--- src/core/adc_regs.vh ---
// Purpose: register offsets, field positions, reset values and codes of the converter control
// Assumes: 32-bit registers on an AXI4-Lite slave, one aligned word each
// Notes: included by the control and window compare design files of the converter control; the slot picker does not include it
`ifndef ADC_REGS_VH
`define ADC_REGS_VH

// Byte addresses
`define CTRL_OFS 6'h00
`define MODE_OFS 6'h04
`define SEQ_LOW_OFS 6'h08
`define SEQ_HIGH_OFS 6'h0c
`define CHAN_EN_OFS 6'h10
`define EXT_MODE_OFS 6'h14
`define WINDOW_OFS 6'h18
`define OFFSET_OFS 6'h1c
`define INT_STATUS_OFS 6'h20
`define INT_CLEAR_OFS 6'h24
`define INT_ENABLE_OFS 6'h28
`define LAST_DATA_OFS 6'h2c

// Control register
`define CTRL_START_BIT 0
// Mode register
`define MODE_USER_SEQ_BIT 0
`define MODE_PER_CHAN_BIT 1
// Extended mode register
`define EXT_CMP_MODE_LSB 0
`define EXT_CMP_SEL_LSB 4
`define EXT_CMP_ALL_BIT 9
// Compare window register
`define WIN_LOW_LSB 0
`define WIN_HIGH_LSB 16
// Interrupt status layout
`define INT_COMPARE_BIT 0
`define INT_SEQ_DONE_BIT 1
`define INT_WIDTH 2
// Last data register
`define LAST_CHAN_LSB 12
`define LAST_INPUT_PAIRING_SELECT_BIT 16

// Compare threshold select codes
`define CMP_BELOW_LOW 2'h0
`define CMP_ABOVE_HIGH 2'h1
`define CMP_INSIDE 2'h2
`define CMP_OUTSIDE 2'h3

// Reset values
`define RESET_ZERO 32'h0000_0000

// Bus responses
`define RESP_OKAY 2'h0
`define RESP_SLVERR 2'h2

`endif

--- src/core/adc_sequence_compare_ctrl.v ---
// Purpose: conversion sequencer, window compare and input pairing control of the converter
// Assumes: one clock, synchronous active-high reset, AXI4-Lite register access
// Notes: the converter core answers each start with one conv_done pulse carrying its result
// What this block does
// With user sequencing enabled, slot fields of the two sequence registers set the order.
// The user sequence has 16 slots, each naming any channel, repeats allowed.
// Only slots whose matching enable bit is set join, slot x paired with enable bit x.
// Software must not place a channel unusable for conversion into any slot.
// Conversions per trigger are bounded by enabled bits, one enabled slot per conversion.
// Results are compared against the low, the high or both thresholds as selected.
// Compare applies to the selected channel only, or to every channel when so set.
// A compare match sets the compare event flag, which can raise the interrupt.
// High and low thresholds are held in the window register, readable and writable.
// The pairing bit selects single-ended when 0 and differential when 1.
// After reset the converter works single-ended until software picks differential.
// With per-channel analog setting set, each channel uses its own pairing bit.
// With per-channel analog setting clear, the first channel's pairing applies to all.
// Single-ended selection addresses 16 inputs, differential addresses 8 pairs.
// Each trigger walks enabled slots in ascending order, one conversion each, then idles.
//
// Local design decisions: the AXI4-Lite interface to the registers and the register offsets.
`include "adc_regs.vh"
`timescale 1ns/1ps
`default_nettype none

module adc_sequence_compare_ctrl #(
   parameter DATA_W = 12,
   parameter CHANNELS = 16
) (
   input wire clk,
   input wire rst,
   // AXI4-Lite slave
   input wire [5:0] s_axi_awaddr,
   input wire s_axi_awvalid,
   output reg s_axi_awready,
   input wire [31:0] s_axi_wdata,
   input wire [3:0] s_axi_wstrb,
   input wire s_axi_wvalid,
   output reg s_axi_wready,
   output reg [1:0] s_axi_bresp,
   output reg s_axi_bvalid,
   input wire s_axi_bready,
   input wire [5:0] s_axi_araddr,
   input wire s_axi_arvalid,
   output reg s_axi_arready,
   output reg [31:0] s_axi_rdata,
   output reg [1:0] s_axi_rresp,
   output reg s_axi_rvalid,
   input wire s_axi_rready,
   // Trigger and converter core
   input wire trigger,
   output reg conv_start,
   output reg [3:0] conv_channel,
   output reg [3:0] mux_addr,
   output reg input_pairing,
   input wire conv_done,
   input wire [DATA_W-1:0] conv_data,
   output reg busy,
   output reg irq
);

   localparam CH_W = 4;
   localparam ST_IDLE = 2'h0;
   localparam ST_FIND = 2'h1;
   localparam ST_START = 2'h2;
   localparam ST_WAIT = 2'h3;

   // Software registers
   reg [1:0] mode_r;
   reg [31:0] seq_low_r;
   reg [31:0] seq_high_r;
   reg [CHANNELS-1:0] chan_en_r;
   reg [9:0] ext_mode_r;
   reg [DATA_W-1:0] win_low_r;
   reg [DATA_W-1:0] win_high_r;
   reg [CHANNELS-1:0] pairing_r;
   reg [`INT_WIDTH-1:0] int_status_r;
   reg [`INT_WIDTH-1:0] int_enable_r;
   reg [DATA_W-1:0] last_data_r;
   reg [CH_W-1:0] last_chan_r;
   reg last_input_pairing_select_r;
   reg sw_start_r;

   // Bus slave state
   reg aw_have_r;
   reg w_have_r;
   reg [5:0] aw_addr_r;
   reg [31:0] w_data_r;
   reg [3:0] w_strb_r;
   reg [31:0] rd_nxt;
   reg rd_ok_nxt;
   reg wr_ok_nxt;

   // Sequencer state
   reg [1:0] state_r;
   reg [CH_W:0] slot_r;
   reg [CH_W-1:0] cur_chan_r;

   wire [63:0] slot_fields;
   wire [CH_W-1:0] slot_chan [0:CHANNELS-1];
   wire pick_found;
   wire [CH_W-1:0] pick_index;
   wire cmp_match;
   wire chan_input_pairing_select;
   wire do_write;
   wire [31:0] keep;
   wire [31:0] wr_bits;
   wire [`INT_WIDTH-1:0] int_set;
   wire [`INT_WIDTH-1:0] int_clear;

   // Slot fields or default order, slot x converting channel x
   assign slot_fields = mode_r[`MODE_USER_SEQ_BIT] ? {seq_high_r, seq_low_r} :
      64'hfedc_ba98_7654_3210;
   genvar g;
   generate
      for (g = 0; g < CHANNELS; g = g + 1) begin : gen_slot
         assign slot_chan[g] = slot_fields[g*CH_W +: CH_W];
      end
   endgenerate

   // Enabled slots only
   slot_picker #(
      .SLOTS(CHANNELS),
      .IDX_W(CH_W)
   ) u_picker (
      .enable(chan_en_r),
      .start(slot_r),
      .found(pick_found),
      .index(pick_index)
   );

   window_compare #(
      .DATA_W(DATA_W),
      .CH_W(CH_W)
   ) u_compare (
      .data(conv_data),
      .channel(cur_chan_r),
      .low(win_low_r),
      .high(win_high_r),
      .compare_threshold_select(ext_mode_r[`EXT_CMP_MODE_LSB +: 2]),
      .compare_channel_select(ext_mode_r[`EXT_CMP_SEL_LSB +: CH_W]),
      .compare_every_channel(ext_mode_r[`EXT_CMP_ALL_BIT]),
      .match(cmp_match)
   );

   // Own pairing bit per channel
   // Otherwise the first channel's bit
   assign chan_input_pairing_select = mode_r[`MODE_PER_CHAN_BIT] ?
      pairing_r[slot_chan[pick_index]] : pairing_r[0];

   // Unset byte lanes keep the old register bits
   assign keep = ~{{8{w_strb_r[3]}}, {8{w_strb_r[2]}}, {8{w_strb_r[1]}}, {8{w_strb_r[0]}}};
   assign wr_bits = w_data_r & ~keep;
   // Write channel acceptance, address and data in either order
   assign do_write = aw_have_r && w_have_r && !s_axi_bvalid;

   always @(posedge clk) begin
      if (rst) begin
         s_axi_awready <= 1'b0;
         s_axi_wready <= 1'b0;
         s_axi_bvalid <= 1'b0;
         s_axi_bresp <= `RESP_OKAY;
         aw_have_r <= 1'b0;
         w_have_r <= 1'b0;
         aw_addr_r <= 6'h00;
         w_data_r <= `RESET_ZERO;
         w_strb_r <= 4'h0;
      end else begin
         s_axi_awready <= s_axi_awvalid && !s_axi_awready && !aw_have_r && !s_axi_bvalid;
         s_axi_wready <= s_axi_wvalid && !s_axi_wready && !w_have_r && !s_axi_bvalid;
         if (s_axi_awvalid && s_axi_awready) begin
            aw_have_r <= 1'b1;
            aw_addr_r <= s_axi_awaddr;
         end
         if (s_axi_wvalid && s_axi_wready) begin
            w_have_r <= 1'b1;
            w_data_r <= s_axi_wdata;
            w_strb_r <= s_axi_wstrb;
         end
         if (do_write) begin
            aw_have_r <= 1'b0;
            w_have_r <= 1'b0;
            s_axi_bvalid <= 1'b1;
            s_axi_bresp <= wr_ok_nxt ? `RESP_OKAY : `RESP_SLVERR;
         end else if (s_axi_bvalid && s_axi_bready) begin
            s_axi_bvalid <= 1'b0;
         end
      end
   end

   // Write address decode; read-only offsets answer with an error
   always @* begin
      case (aw_addr_r)
         `CTRL_OFS, `MODE_OFS, `SEQ_LOW_OFS, `SEQ_HIGH_OFS, `CHAN_EN_OFS,
         `EXT_MODE_OFS, `WINDOW_OFS, `OFFSET_OFS, `INT_CLEAR_OFS,
         `INT_ENABLE_OFS: wr_ok_nxt = 1'b1;
         default: wr_ok_nxt = 1'b0;
      endcase
   end

   // Register writes
   always @(posedge clk) begin
      if (rst) begin
         mode_r <= 2'h0;
         seq_low_r <= `RESET_ZERO;
         seq_high_r <= `RESET_ZERO;
         chan_en_r <= {CHANNELS{1'b0}};
         ext_mode_r <= 10'h000;
         win_low_r <= {DATA_W{1'b0}};
         win_high_r <= {DATA_W{1'b0}};
         // Single-ended after reset
         pairing_r <= {CHANNELS{1'b0}};
         int_enable_r <= {`INT_WIDTH{1'b0}};
         sw_start_r <= 1'b0;
      end else begin
         sw_start_r <= 1'b0;
         if (do_write) begin
            case (aw_addr_r)
               `CTRL_OFS: sw_start_r <= w_strb_r[0] && w_data_r[`CTRL_START_BIT];
               `MODE_OFS: mode_r <= (mode_r & keep[1:0]) | wr_bits[1:0];
               `SEQ_LOW_OFS: seq_low_r <= (seq_low_r & keep) | wr_bits;
               `SEQ_HIGH_OFS: seq_high_r <= (seq_high_r & keep) | wr_bits;
               `CHAN_EN_OFS: chan_en_r <= (chan_en_r & keep[CHANNELS-1:0]) | wr_bits[CHANNELS-1:0];
               `EXT_MODE_OFS: ext_mode_r <= (ext_mode_r & keep[9:0]) | wr_bits[9:0];
               // Thresholds written
               `WINDOW_OFS: begin
                  win_low_r <= (win_low_r & keep[DATA_W-1:0]) | wr_bits[DATA_W-1:0];
                  win_high_r <= (win_high_r & keep[`WIN_HIGH_LSB +: DATA_W]) |
                     wr_bits[`WIN_HIGH_LSB +: DATA_W];
               end
               // Pairing select bits
               `OFFSET_OFS: pairing_r <= (pairing_r & keep[CHANNELS-1:0]) | wr_bits[CHANNELS-1:0];
               `INT_ENABLE_OFS: int_enable_r <= (int_enable_r & keep[1:0]) | wr_bits[1:0];
               default: sw_start_r <= 1'b0;
            endcase
         end
      end
   end

   // Read data mux
   always @* begin
      rd_nxt = `RESET_ZERO;
      rd_ok_nxt = 1'b1;
      case (s_axi_araddr)
         `MODE_OFS: rd_nxt[1:0] = mode_r;
         `SEQ_LOW_OFS: rd_nxt = seq_low_r;
         `SEQ_HIGH_OFS: rd_nxt = seq_high_r;
         `CHAN_EN_OFS: rd_nxt[CHANNELS-1:0] = chan_en_r;
         `EXT_MODE_OFS: rd_nxt[9:0] = ext_mode_r;
         // Thresholds read back
         `WINDOW_OFS: begin
            rd_nxt[`WIN_LOW_LSB +: DATA_W] = win_low_r;
            rd_nxt[`WIN_HIGH_LSB +: DATA_W] = win_high_r;
         end
         `OFFSET_OFS: rd_nxt[CHANNELS-1:0] = pairing_r;
         `INT_STATUS_OFS: rd_nxt[`INT_WIDTH-1:0] = int_status_r;
         `INT_ENABLE_OFS: rd_nxt[`INT_WIDTH-1:0] = int_enable_r;
         `LAST_DATA_OFS: begin
            rd_nxt[DATA_W-1:0] = last_data_r;
            rd_nxt[`LAST_CHAN_LSB +: CH_W] = last_chan_r;
            rd_nxt[`LAST_INPUT_PAIRING_SELECT_BIT] = last_input_pairing_select_r;
         end
         // Write-only registers read as zero
         `CTRL_OFS, `INT_CLEAR_OFS: rd_nxt = `RESET_ZERO;
         default: rd_ok_nxt = 1'b0;
      endcase
   end

   // Read channel: one request at a time
   always @(posedge clk) begin
      if (rst) begin
         s_axi_arready <= 1'b0;
         s_axi_rvalid <= 1'b0;
         s_axi_rdata <= `RESET_ZERO;
         s_axi_rresp <= `RESP_OKAY;
      end else begin
         s_axi_arready <= s_axi_arvalid && !s_axi_arready && !s_axi_rvalid;
         if (s_axi_arvalid && s_axi_arready) begin
            s_axi_rvalid <= 1'b1;
            s_axi_rdata <= rd_nxt;
            s_axi_rresp <= rd_ok_nxt ? `RESP_OKAY : `RESP_SLVERR;
         end else if (s_axi_rvalid && s_axi_rready) begin
            s_axi_rvalid <= 1'b0;
         end
      end
   end

   // Conversion sequencer
   always @(posedge clk) begin
      if (rst) begin
         state_r <= ST_IDLE;
         slot_r <= 5'h00;
         cur_chan_r <= 4'h0;
         conv_start <= 1'b0;
         conv_channel <= 4'h0;
         mux_addr <= 4'h0;
         input_pairing <= 1'b0;
         busy <= 1'b0;
         last_data_r <= {DATA_W{1'b0}};
         last_chan_r <= 4'h0;
         last_input_pairing_select_r <= 1'b0;
      end else begin
         conv_start <= 1'b0;
         case (state_r)
            // Triggers arriving while busy are dropped
            ST_IDLE: begin
               if (trigger || sw_start_r) begin
                  slot_r <= 5'h00;
                  busy <= 1'b1;
                  state_r <= ST_FIND;
               end
            end
            // Ascending walk of enabled slots
            ST_FIND: begin
               // Ends once enabled slots run out
               if (pick_found) begin
                  // Any channel, repeats allowed
                  cur_chan_r <= slot_chan[pick_index];
                  conv_channel <= slot_chan[pick_index];
                  input_pairing <= chan_input_pairing_select;
                  // Sixteen inputs or eight pairs
                  mux_addr <= chan_input_pairing_select ? {1'b0, slot_chan[pick_index][CH_W-1:1]} :
                     slot_chan[pick_index];
                  slot_r <= {1'b0, pick_index} + 5'h01;
                  state_r <= ST_START;
               end else begin
                  busy <= 1'b0;
                  state_r <= ST_IDLE;
               end
            end
            ST_START: begin
               conv_start <= 1'b1;
               state_r <= ST_WAIT;
            end
            ST_WAIT: begin
               if (conv_done) begin
                  last_data_r <= conv_data;
                  last_chan_r <= cur_chan_r;
                  last_input_pairing_select_r <= input_pairing;
                  state_r <= ST_FIND;
               end
            end
            default: state_r <= ST_IDLE;
         endcase
      end
   end

   // Match raises the compare event flag
   assign int_set[`INT_COMPARE_BIT] = (state_r == ST_WAIT) && conv_done && cmp_match;
   assign int_set[`INT_SEQ_DONE_BIT] = (state_r == ST_FIND) && !pick_found;
   assign int_clear = (do_write && (aw_addr_r == `INT_CLEAR_OFS) && w_strb_r[0]) ?
      w_data_r[`INT_WIDTH-1:0] : {`INT_WIDTH{1'b0}};

   // Set wins over a clear in the same cycle
   always @(posedge clk) begin
      if (rst) begin
         int_status_r <= {`INT_WIDTH{1'b0}};
         irq <= 1'b0;
      end else begin
         int_status_r <= (int_status_r & ~int_clear) | int_set;
         // Enabled flag drives the interrupt
         irq <= |(((int_status_r & ~int_clear) | int_set) & int_enable_r);
      end
   end

endmodule // adc_sequence_compare_ctrl

`default_nettype wire

--- src/core/slot_picker.v ---
// Purpose: finds the lowest enabled sequence slot at or above a start index
// Assumes: purely combinational, one enable bit per slot
// Notes: found is low when no enabled slot remains
`timescale 1ns/1ps
`default_nettype none

module slot_picker #(
   parameter SLOTS = 16,
   parameter IDX_W = 4
) (
   input wire [SLOTS-1:0] enable,
   input wire [IDX_W:0] start,
   output reg found,
   output reg [IDX_W-1:0] index
);

   wire [SLOTS-1:0] eligible;
   integer k;

   genvar g;
   generate
      for (g = 0; g < SLOTS; g = g + 1) begin : gen_elig
         assign eligible[g] = enable[g] && (g >= start);
      end
   endgenerate

   // Scan downward so the lowest eligible slot wins
   always @* begin
      found = 1'b0;
      index = {IDX_W{1'b0}};
      for (k = SLOTS - 1; k >= 0; k = k - 1) begin
         if (eligible[k]) begin
            found = 1'b1;
            index = k[IDX_W-1:0];
         end
      end
   end

endmodule // slot_picker

`default_nettype wire

--- src/core/window_compare.v ---
// Purpose: compares one converted value against the low and high thresholds
// Assumes: thresholds and data share one width
// Notes: match is combinational; the caller qualifies it with the result strobe
`include "adc_regs.vh"
`timescale 1ns/1ps
`default_nettype none

module window_compare #(
   parameter DATA_W = 12,
   parameter CH_W = 4
) (
   input wire [DATA_W-1:0] data,
   input wire [CH_W-1:0] channel,
   input wire [DATA_W-1:0] low,
   input wire [DATA_W-1:0] high,
   input wire [1:0] compare_threshold_select,
   input wire [CH_W-1:0] compare_channel_select,
   input wire compare_every_channel,
   output reg match
);

   reg hit;

   always @* begin
      // Threshold choice
      case (compare_threshold_select)
         `CMP_BELOW_LOW: hit = data < low;
         `CMP_ABOVE_HIGH: hit = data > high;
         `CMP_INSIDE: hit = (data >= low) && (data <= high);
         default: hit = (data < low) || (data > high);
      endcase
      // One channel or all
      match = hit && (compare_every_channel || (channel == compare_channel_select));
   end

endmodule // window_compare

`default_nettype wire

--- config.mk ---
export PLATFORM = sky130hd
export DESIGN_NAME = adc_sequence_compare_ctrl
export DESIGN_NICKNAME = d
export VERILOG_FILES = /design/src/core/adc_sequence_compare_ctrl.v /design/src/core/slot_picker.v /design/src/core/window_compare.v
export VERILOG_INCLUDE_DIRS = /design/src /design/src/core
export SDC_FILE = /design/constraint.sdc
export NUM_CORES = 1
export LEC_CHECK = 0
export BUFFER_PORTS_ARGS = -buffer_cell sky130_fd_sc_hd__buf_4
export CELL_PAD_IN_SITES_DETAIL_PLACEMENT = 1
export CELL_PAD_IN_SITES_GLOBAL_PLACEMENT = 1
export CORE_MARGIN = 8
export CORE_UTILIZATION = 38
export DETAILED_ROUTE_END_ITERATION = 6
export PLACE_DENSITY = 0.76
export SYNTH_ARGS = -nofsm -noshare
export SYNTH_HDL_FRONTEND = slang
export SYNTH_SLANG_ARGS = --single-unit
--- constraint.sdc ---
create_clock -name clk -period 3.5 [get_ports clk]
set_clock_uncertainty 0.05 [all_clocks]
set_input_delay 0.175 -clock clk [delete_from_list [all_inputs] [get_ports clk]]
set_output_delay 0.175 -clock clk [all_outputs]
set_load 0.01 [all_outputs]
==> results of run 1 <==
Yosys cell counts, drive strengths merged (9+ instances only):
cell | instances | share of area
a311oi | 17 | 0.014
nor3 | 19 | 0.0081
a21oi | 132 | 0.054
mux2 | 22 | 0.020
a31oi | 9 | 0.0046
a222oi | 32 | 0.026
ha | 30 | 0.031
o21ai | 30 | 0.013
nor2 | 198 | 0.061
inv | 41 | 0.013
clkbuf | 72 | 0.022
dfxtp | 256 | 0.42
buf | 20 | 0.011
nand3 | 74 | 0.030
nand4 | 12 | 0.0061
a221oi | 17 | 0.012
nand2 | 207 | 0.064
mux2i | 109 | 0.089
nor2b | 12 | 0.0061
power by group:
group	total (mW)	leakage (nW)	switching [mW]	internal [mW]
clock	3.03	0.469	1.25	1.78
sequential	3.00	2.07	0.0512	2.95
combinational	0.399	3.99	0.216	0.183
total	6.43	6.53	1.52	4.91
stage by stage:
step	cell area (sq um)	util	total power [mW]	worst slack [ns]	std cells
6_report	16100	0.500	6.43	-0.497	2134
5_1_grt	16100	0.500	6.63	-0.604	2134
4_1_cts	16100	0.498	6.45	-0.458	2134
3_5_place_dp	14300	0.443	3.39	-0.551	2011
3_3_place_gp	14300	0.443	3.38	-0.463	2011
2_1_floorplan	12300	-	3.22	-0.181	1456
area by class of cell:
cell class	instances	area (sq um)	area share
Antenna cell	1	2.50	0.000155
Clock buffer	39	823	0.0512
Clock inverter	12	113	0.00700
Inverter	42	168	0.0104
Multi-Input combinational cell	1066	6810	0.423
Sequential cell	256	5140	0.319
Tap cell	408	510	0.0317
Timing Repair Buffer	310	2520	0.157
worst max-delay path, stage by stage, from the launching register on:
cell and delay [ns]:
sky130_fd_sc_hd__dfxtp_4 0.37, sky130_fd_sc_hd__o211a_1 0.25, sky130_fd_sc_hd__or3_4 0.40, sky130_fd_sc_hd__a311oi_4 0.32, sky130_fd_sc_hd__o41a_1 0.34, sky130_fd_sc_hd__buf_4 0.18, sky130_fd_sc_hd__o21ai_4 0.05, sky130_fd_sc_hd__nand3_2 0.11
sky130_fd_sc_hd__o2111ai_4 0.14, sky130_fd_sc_hd__o211ai_1 0.21, sky130_fd_sc_hd__buf_4 0.20, sky130_fd_sc_hd__nand2_2 0.05, sky130_fd_sc_hd__a32o_1 0.25, sky130_fd_sc_hd__o32a_1 0.31, sky130_fd_sc_hd__a41o_1 0.27, sky130_fd_sc_hd__a221o_1 0.33
sky130_fd_sc_hd__o21ai_2 0.10
metal layers:
metal  vias to the layer above  wire (microns)  global-route usage
met5                         -              11                   0
met4                         2            1830              0.0946
met3                       109            3600              0.0406
met2                       456           24700               0.444
met1                      6186           21900               0.337
li1                       5710               -                   -
worst max path at each step:
stage | end | depth (start not counted)
after detailed placement | mux_addr[1] | 17
after global placement | mux_addr[1] | 18
after global routing | mux_addr[2] | 15
after CTS | mux_addr[2] | 16
after floorplan | mux_addr[1] | 16
final | mux_addr[1] | 16
cell families (layout without fill, tap and decap cells):
kind of cell             Yosys count  after routing  share of synthesized area
adder cells (fa/ha/maj)           30             30                     0.0305
XOR/XNOR                           7              7                    0.00498
buffers and inverters            134            403                     0.0459
AO/OA/AOI/OAI                    319            319                      0.183
multiplexers                     134            134                      0.115
flip-flops                       256            256                      0.417
other                              1              3                   0.000305
AND/OR/NAND/NOR                  574            574                      0.205
timing repair:
action                                  4_1_cts  5_1_grt
gates resized for setup                      41       15
endpoints found under the hold margin        61        0
pin swaps                                    21        6
cloned                                        0        0
setup buffers                                 7        0
hold buffers                                 67        0
endpoints found under the setup margin        5        8
==> results.rst, run 1 <==
.. list-table::
   :header-rows: 1

   * - Metric
     - Value
   * - Run status
     - finished, violations left
   * - Violated checks
     - setup timing
   * - Areal power density over the cells
     - 400 nW/um^2
   * - Max-slew violation total from the final report
     - 0
   * - Endpoint of the lowest-slack register-to-register path
     - mux_addr[1]
   * - Area added between synthesis and finish
     - 30.8%
   * - Number of max-capacitance violations reported
     - 0
   * - Upper clock frequency limit
     - 0.250 GHz
   * - Count of TritonRoute iterations in the first routing pass
     - 7
   * - Number of flops mapped to enable cells by yosys
     - 0
   * - Number of cells on the worst hold path
     - 5
   * - Critical path data required time
     - 3.94 ns
   * - First-pass GRT wire length
     - 78900 microns
   * - Clock tree root driver cell
     - sky130_fd_sc_hd__clkbuf_16
   * - Most used flip-flop cell after synthesis
     - sky130_fd_sc_hd__dfxtp_1
   * - Largest net degree at the start of global routing
     - 153
   * - Placeable core region
     - 32200 sq um
   * - Via count of the first global-routing pass
     - 12911
   * - Critical hold path startpoint
     - conv_done
   * - Clk sink count
     - 256
   * - Critical Path Source
     - slot_r[1]
   * - Setup TNS
     - -1.90 ns
   * - Average wire per cell in the routed design
     - 24.4 microns
   * - Critical path type
     - flop to flop
   * - Final critical path time including I/O delays and setup
     - 4.00 ns
   * - Setup repair after global routing missed its margin
     - true
   * - Initial standard-cell utilization of the core
     - 0.382
   * - GRT Util Overall
     - 0.263
   * - Io pins
     - 122
   * - Number of buffer cells added on primary ports
     - 119
   * - Warning count from the yosys run
     - 0
   * - Clock-pin slew reported for the worst setup and hold paths after clock tree synthesis
     - 0.06 ns
   * - Net total in the final layout
     - 1804
   * - Die Ht
     - 196 microns
   * - Antenna violations before repair
     - 2
   * - Number of cells traversed by the worst register-to-register path
     - 16
   * - Element type at the critical path end
     - flop
   * - Worst hold path type
     - primary input to flop
   * - Commonest non-fill, non-tap cell in the layout
     - sky130_fd_sc_hd__dfxtp_1
   * - Synth Cell Area
     - 12300 sq um
   * - Share of flip-flops with an asynchronous set or reset after synthesis
     - 0
   * - Worst hold margin
     - 0.0272 ns
   * - Vias per Instance
     - 5.84
   * - Layout cell share with drive strength beyond 1
     - 0.217
   * - Number of instances in the synthesized netlist
     - 1455
   * - Antenna Nets Post-Route
     - 0
   * - # fillers
     - 3744
   * - Max H-tree Level
     - 1
   * - Starting DRC count in detailed routing
     - 1010
   * - DRC violations left
     - 0
   * - Synth Area per Inst
     - 8.46 sq um
   * - Final clock period utilization by the worst path
     - 1.14
   * - FP Rows
     - 66
   * - Routed via count
     - 12463
   * - Number of setup violations in the final report
     - 5
   * - Worst flop-to-flop path startpoint
     - slot_r[1]
   * - Final global-route overflow total
     - 0
   * - Yosys reg bits
     - 256
   * - Largest fanout on the critical path
     - 7
   * - Share of synthesized area occupied by flip-flops and latches
     - 0.417
   * - Max clock buf depth
     - 3
   * - Final number of hold-violating endpoints
     - 0
   * - Number of buffers added by the clock tree synthesis step
     - 29
   * - Max_slew headroom
     - 0.308
   * - Reg2reg setup slack
     - -0.50 ns
   * - Leakage component of the power
     - 6.53 nW
   * - RD Place Congestion
     - 0.943
   * - CP Data Arrival Time
     - 4.44 ns
   * - Min setup slack post-route
     - -0.497 ns
   * - Highest-count cells in the layout ignoring fill and taps
     - 251 x sky130_fd_sc_hd__dfxtp_1, 238 x sky130_fd_sc_hd__buf_4, 203 x sky130_fd_sc_hd__nand2_1
   * - Post-synth cell types
     - 86
   * - End point of the worst hold path
     - state_r[0]
   * - Maximum vdd ir drop
     - 0.318 mV
   * - TritonCTS clock tree
     - built
   * - Detailed-route wire length
     - 52100 microns
   * - Half-perimeter wire length after detailed placement
     - 37600 microns
   * - Total Die Area
     - 38400 sq um
   * - Worst-Margin Slew
     - 1.03 ns
   * - Die W
     - 196 microns
   * - Sort of element at the start of the critical path
     - flop
   * - Latest clock arrival within the worst-skew pair
     - 0.56 ns
Power figures use the tool's default switching activity.
==> run 2, diff against run 1 <==
--- a/config.mk
+++ b/config.mk
@@ -13,6 +13,7 @@
 export CORE_UTILIZATION = 38
 export DETAILED_ROUTE_END_ITERATION = 6
 export PLACE_DENSITY = 0.76
+export SETUP_SLACK_MARGIN = 0.1
 export SYNTH_ARGS = -nofsm -noshare
 export SYNTH_HDL_FRONTEND = slang
 export SYNTH_SLANG_ARGS = --single-unit
==> run 2 against run 1 <==
Effect of this change: the run still ends with setup timing left; critical path type unchanged; maximum frequency grew 0.89%; global-route usage down 0.31 points; utilization increased by 0.40 points.
==> results.rst, run 2 (synthesized netlist as in run 1, its figures left out) <==
.. list-table::
   :header-rows: 1

   * - Metric
     - Value
   * - Clock-pin slew reported for the worst setup and hold paths after clock tree synthesis
     - 0.06 ns (about the same)
   * - Maximum vdd ir drop
     - 0.294 mV (was 0.318 mV)
   * - Fin util
     - 0.504 (was 0.500)
   * - TritonCTS clock tree
     - built (unchanged)
   * - Number of buffer cells added on primary ports
     - 119 (unchanged)
   * - Final clock period utilization by the worst path
     - 1.13 (was 1.14)
   * - Clock tree root driver cell
     - sky130_fd_sc_hd__clkbuf_16 (unchanged)
   * - Critical path data required time
     - 3.89 ns (was 3.94 ns)
   * - Count of TritonRoute iterations in the first routing pass
     - 7 (unchanged)
   * - FP Rows
     - 66 (unchanged)
   * - Routed via count
     - 12417 (was 12463)
   * - Worst hold path type
     - primary input to flop (unchanged)
   * - Total placed cells including tap cells
     - 2003 (was 2011)
   * - Post-route cell area
     - 16200 sq um (was 16100 sq um)
   * - Initial standard-cell utilization of the core
     - 0.382 (unchanged)
   * - Via count of the first global-routing pass
     - 12797 (was 12911)
   * - Net total in the final layout
     - 1810 (was 1804)
   * - First-pass GRT wire length
     - 78300 microns (was 78900 microns)
   * - Global routing usage on met3
     - 0.0517 (was 0.0406)
   * - Max_slew headroom
     - 0.128 (was 0.308)
   * - Max-slew violation total from the final report
     - 0 (unchanged)
   * - Final global-route overflow total
     - 0 (unchanged)
   * - CP Data Arrival Time
     - 4.35 ns (was 4.44 ns)
   * - Number of setup violations in the final report
     - 5 (unchanged)
   * - Number of buffers added by the clock tree synthesis step
     - 28 (was 29)
   * - Final critical path time including I/O delays and setup
     - 3.96 ns (was 4.00 ns)
   * - Die W
     - 196 microns (unchanged)
   * - Power, Total
     - 6.53 mW (was 6.43 mW)
   * - Area added between synthesis and finish
     - 31.8% (was 30.8%)
   * - Sort of element at the start of the critical path
     - flop (unchanged)
   * - Antenna Nets Post-Route
     - 0 (unchanged)
   * - Cell area reported after detailed placement
     - 14200 sq um (was 14300 sq um)
   * - Most used routing layer in global routing
     - met2 (unchanged)
   * - Worst slack after detailed placement
     - -0.603 ns (was -0.551 ns)
   * - Highest-count cells in the layout ignoring fill and taps
     - 251 x sky130_fd_sc_hd__dfxtp_1, 242 x sky130_fd_sc_hd__buf_4, 203 x sky130_fd_sc_hd__nand2_1 (was 251 x sky130_fd_sc_hd__dfxtp_1, 238 x sky130_fd_sc_hd__buf_4, 203 x sky130_fd_sc_hd__nand2_1)
   * - Die Ht
     - 196 microns (unchanged)
   * - Total Die Area
     - 38400 sq um (unchanged)
   * - Commonest non-fill, non-tap cell in the layout
     - sky130_fd_sc_hd__dfxtp_1 (unchanged)
   * - Areal power density over the cells
     - 403 nW/um^2 (was 400 nW/um^2)
   * - Worst-Margin Slew
     - 1.30 ns (was 1.03 ns)
   * - Starting DRC count in detailed routing
     - 1117 (was 1010)
   * - Violated checks
     - setup timing (unchanged)
   * - Worst hold margin
     - 0.0397 ns (was 0.0272 ns)
   * - Non-filler instance count after layout
     - 2139 (was 2134)
   * - Vias per Instance
     - 5.81 (was 5.84)
   * - Leakage component of the power
     - 6.59 nW (was 6.53 nW)
   * - Clk sink count
     - 256 (unchanged)
   * - Average wire per cell in the routed design
     - 23.9 microns (was 24.4 microns)
   * - Upper clock frequency limit
     - 0.252 GHz (was 0.250 GHz)
   * - Setup TNS
     - -1.92 ns (was -1.90 ns)
   * - Largest net degree at the start of global routing
     - 160 (was 153)
   * - Run status
     - finished, violations left (unchanged)
   * - Number of max-capacitance violations reported
     - 0 (unchanged)
   * - Fraction of met1 tracks used by global routing
     - 0.336 (was 0.337)
   * - DRC violations left
     - 0 (unchanged)
   * - Min setup slack post-route
     - -0.462 ns (was -0.497 ns)
   * - Final number of hold-violating endpoints
     - 0 (unchanged)
   * - Setup repair after global routing missed its margin
     - true (unchanged)
   * - Half-perimeter wire length after detailed placement
     - 37300 microns (was 37600 microns)
   * - GRT Util Overall
     - 0.260 (was 0.263)
   * - Placeable core region
     - 32200 sq um (unchanged)
   * - Number of antenna cells inserted
     - 0 (was 1)
   * - Latest clock arrival within the worst-skew pair
     - 0.56 ns (about the same)
   * - Largest fanout on the critical path
     - 6 (was 7)
   * - Max H-tree Level
     - 1 (unchanged)
   * - Max clock buf depth
     - 3 (unchanged)
   * - Critical path type
     - flop to flop (unchanged)
   * - Layout cell share with drive strength beyond 1
     - 0.223 (was 0.217)
   * - Met2 Use GR
     - 0.435 (was 0.444)
   * - Detailed-route wire length
     - 51100 microns (was 52100 microns)
   * - Io pins
     - 122 (unchanged)
   * - RD Place Congestion
     - 0.975 (was 0.943)
   * - Antenna violations before repair
     - 0 (was 2)
   * - Element type at the critical path end
     - flop (unchanged)
[run 2: layout make-up]
| class | instances | area, sq um |
|---|---|---|
| Fill cell | 3726 | 16000 |
| Multi-Input combinational cell | 1066 | 6850 |
| Sequential cell | 256 | 5140 |
| Timing Repair Buffer | 316 | 2580 |
| Clock buffer | 40 | 837 |
| Tap cell | 408 | 510 |
| Inverter | 42 | 168 |
| Clock inverter | 10 | 133 |
| Timing Repair inverter | 1 | 6.26 |
[run 2: repair_timing]
item | in CTS | in global routing
endpoints found under the setup margin | 6 | 7
pin swaps | 19 | 10
hold buffers | 67 | 0
endpoints found under the hold margin | 61 | 0
gates cloned | 1 | 0
buffers inserted | 9 | 9
gates resized for setup | 30 | 33
[run 2: worst paths after layout]
kind	start	slack (ns)	cells past startpoint	to
worst max-delay path	slot_r[1]	-0.46	15	mux_addr[0]
worst min-delay path	conv_done	0.04	5	state_r[0]
worst max register to register	slot_r[1]	-0.46	15	mux_addr[0]
worst min register to register	s_axi_rvalid	0.40	1	s_axi_arready
[run 2: where the power goes]
group          leakage, nW  internal (mW)  switching [mW]
Sequential            2.07           2.94          0.0487
Clock                0.471           1.87            1.26
Combinational         4.05          0.184           0.217
Total                 6.59           5.00            1.53
[run 2: layer usage]
metal	vias up	routed length, microns
met2	407	24300
met1	6192	22200
met5	-	0
li1	5735	-
met3	83	3240
met4	0	1450
[run 2: critical path, stage by stage, from the launching register on]
cell and delay [ns]:
sky130_fd_sc_hd__dfxtp_4 0.36, sky130_fd_sc_hd__o211a_1 0.24, sky130_fd_sc_hd__or3_4 0.36, sky130_fd_sc_hd__a311oi_4 0.30, sky130_fd_sc_hd__o41ai_4 0.13, sky130_fd_sc_hd__nand2_4 0.17, sky130_fd_sc_hd__inv_8 0.05, sky130_fd_sc_hd__mux2_4 0.31
sky130_fd_sc_hd__o2111ai_4 0.23, sky130_fd_sc_hd__o211ai_1 0.26, sky130_fd_sc_hd__mux2_4 0.36, sky130_fd_sc_hd__o211ai_1 0.16, sky130_fd_sc_hd__o32a_1 0.21, sky130_fd_sc_hd__a41o_1 0.27, sky130_fd_sc_hd__nor4_1 0.07, sky130_fd_sc_hd__a221o_1 0.30
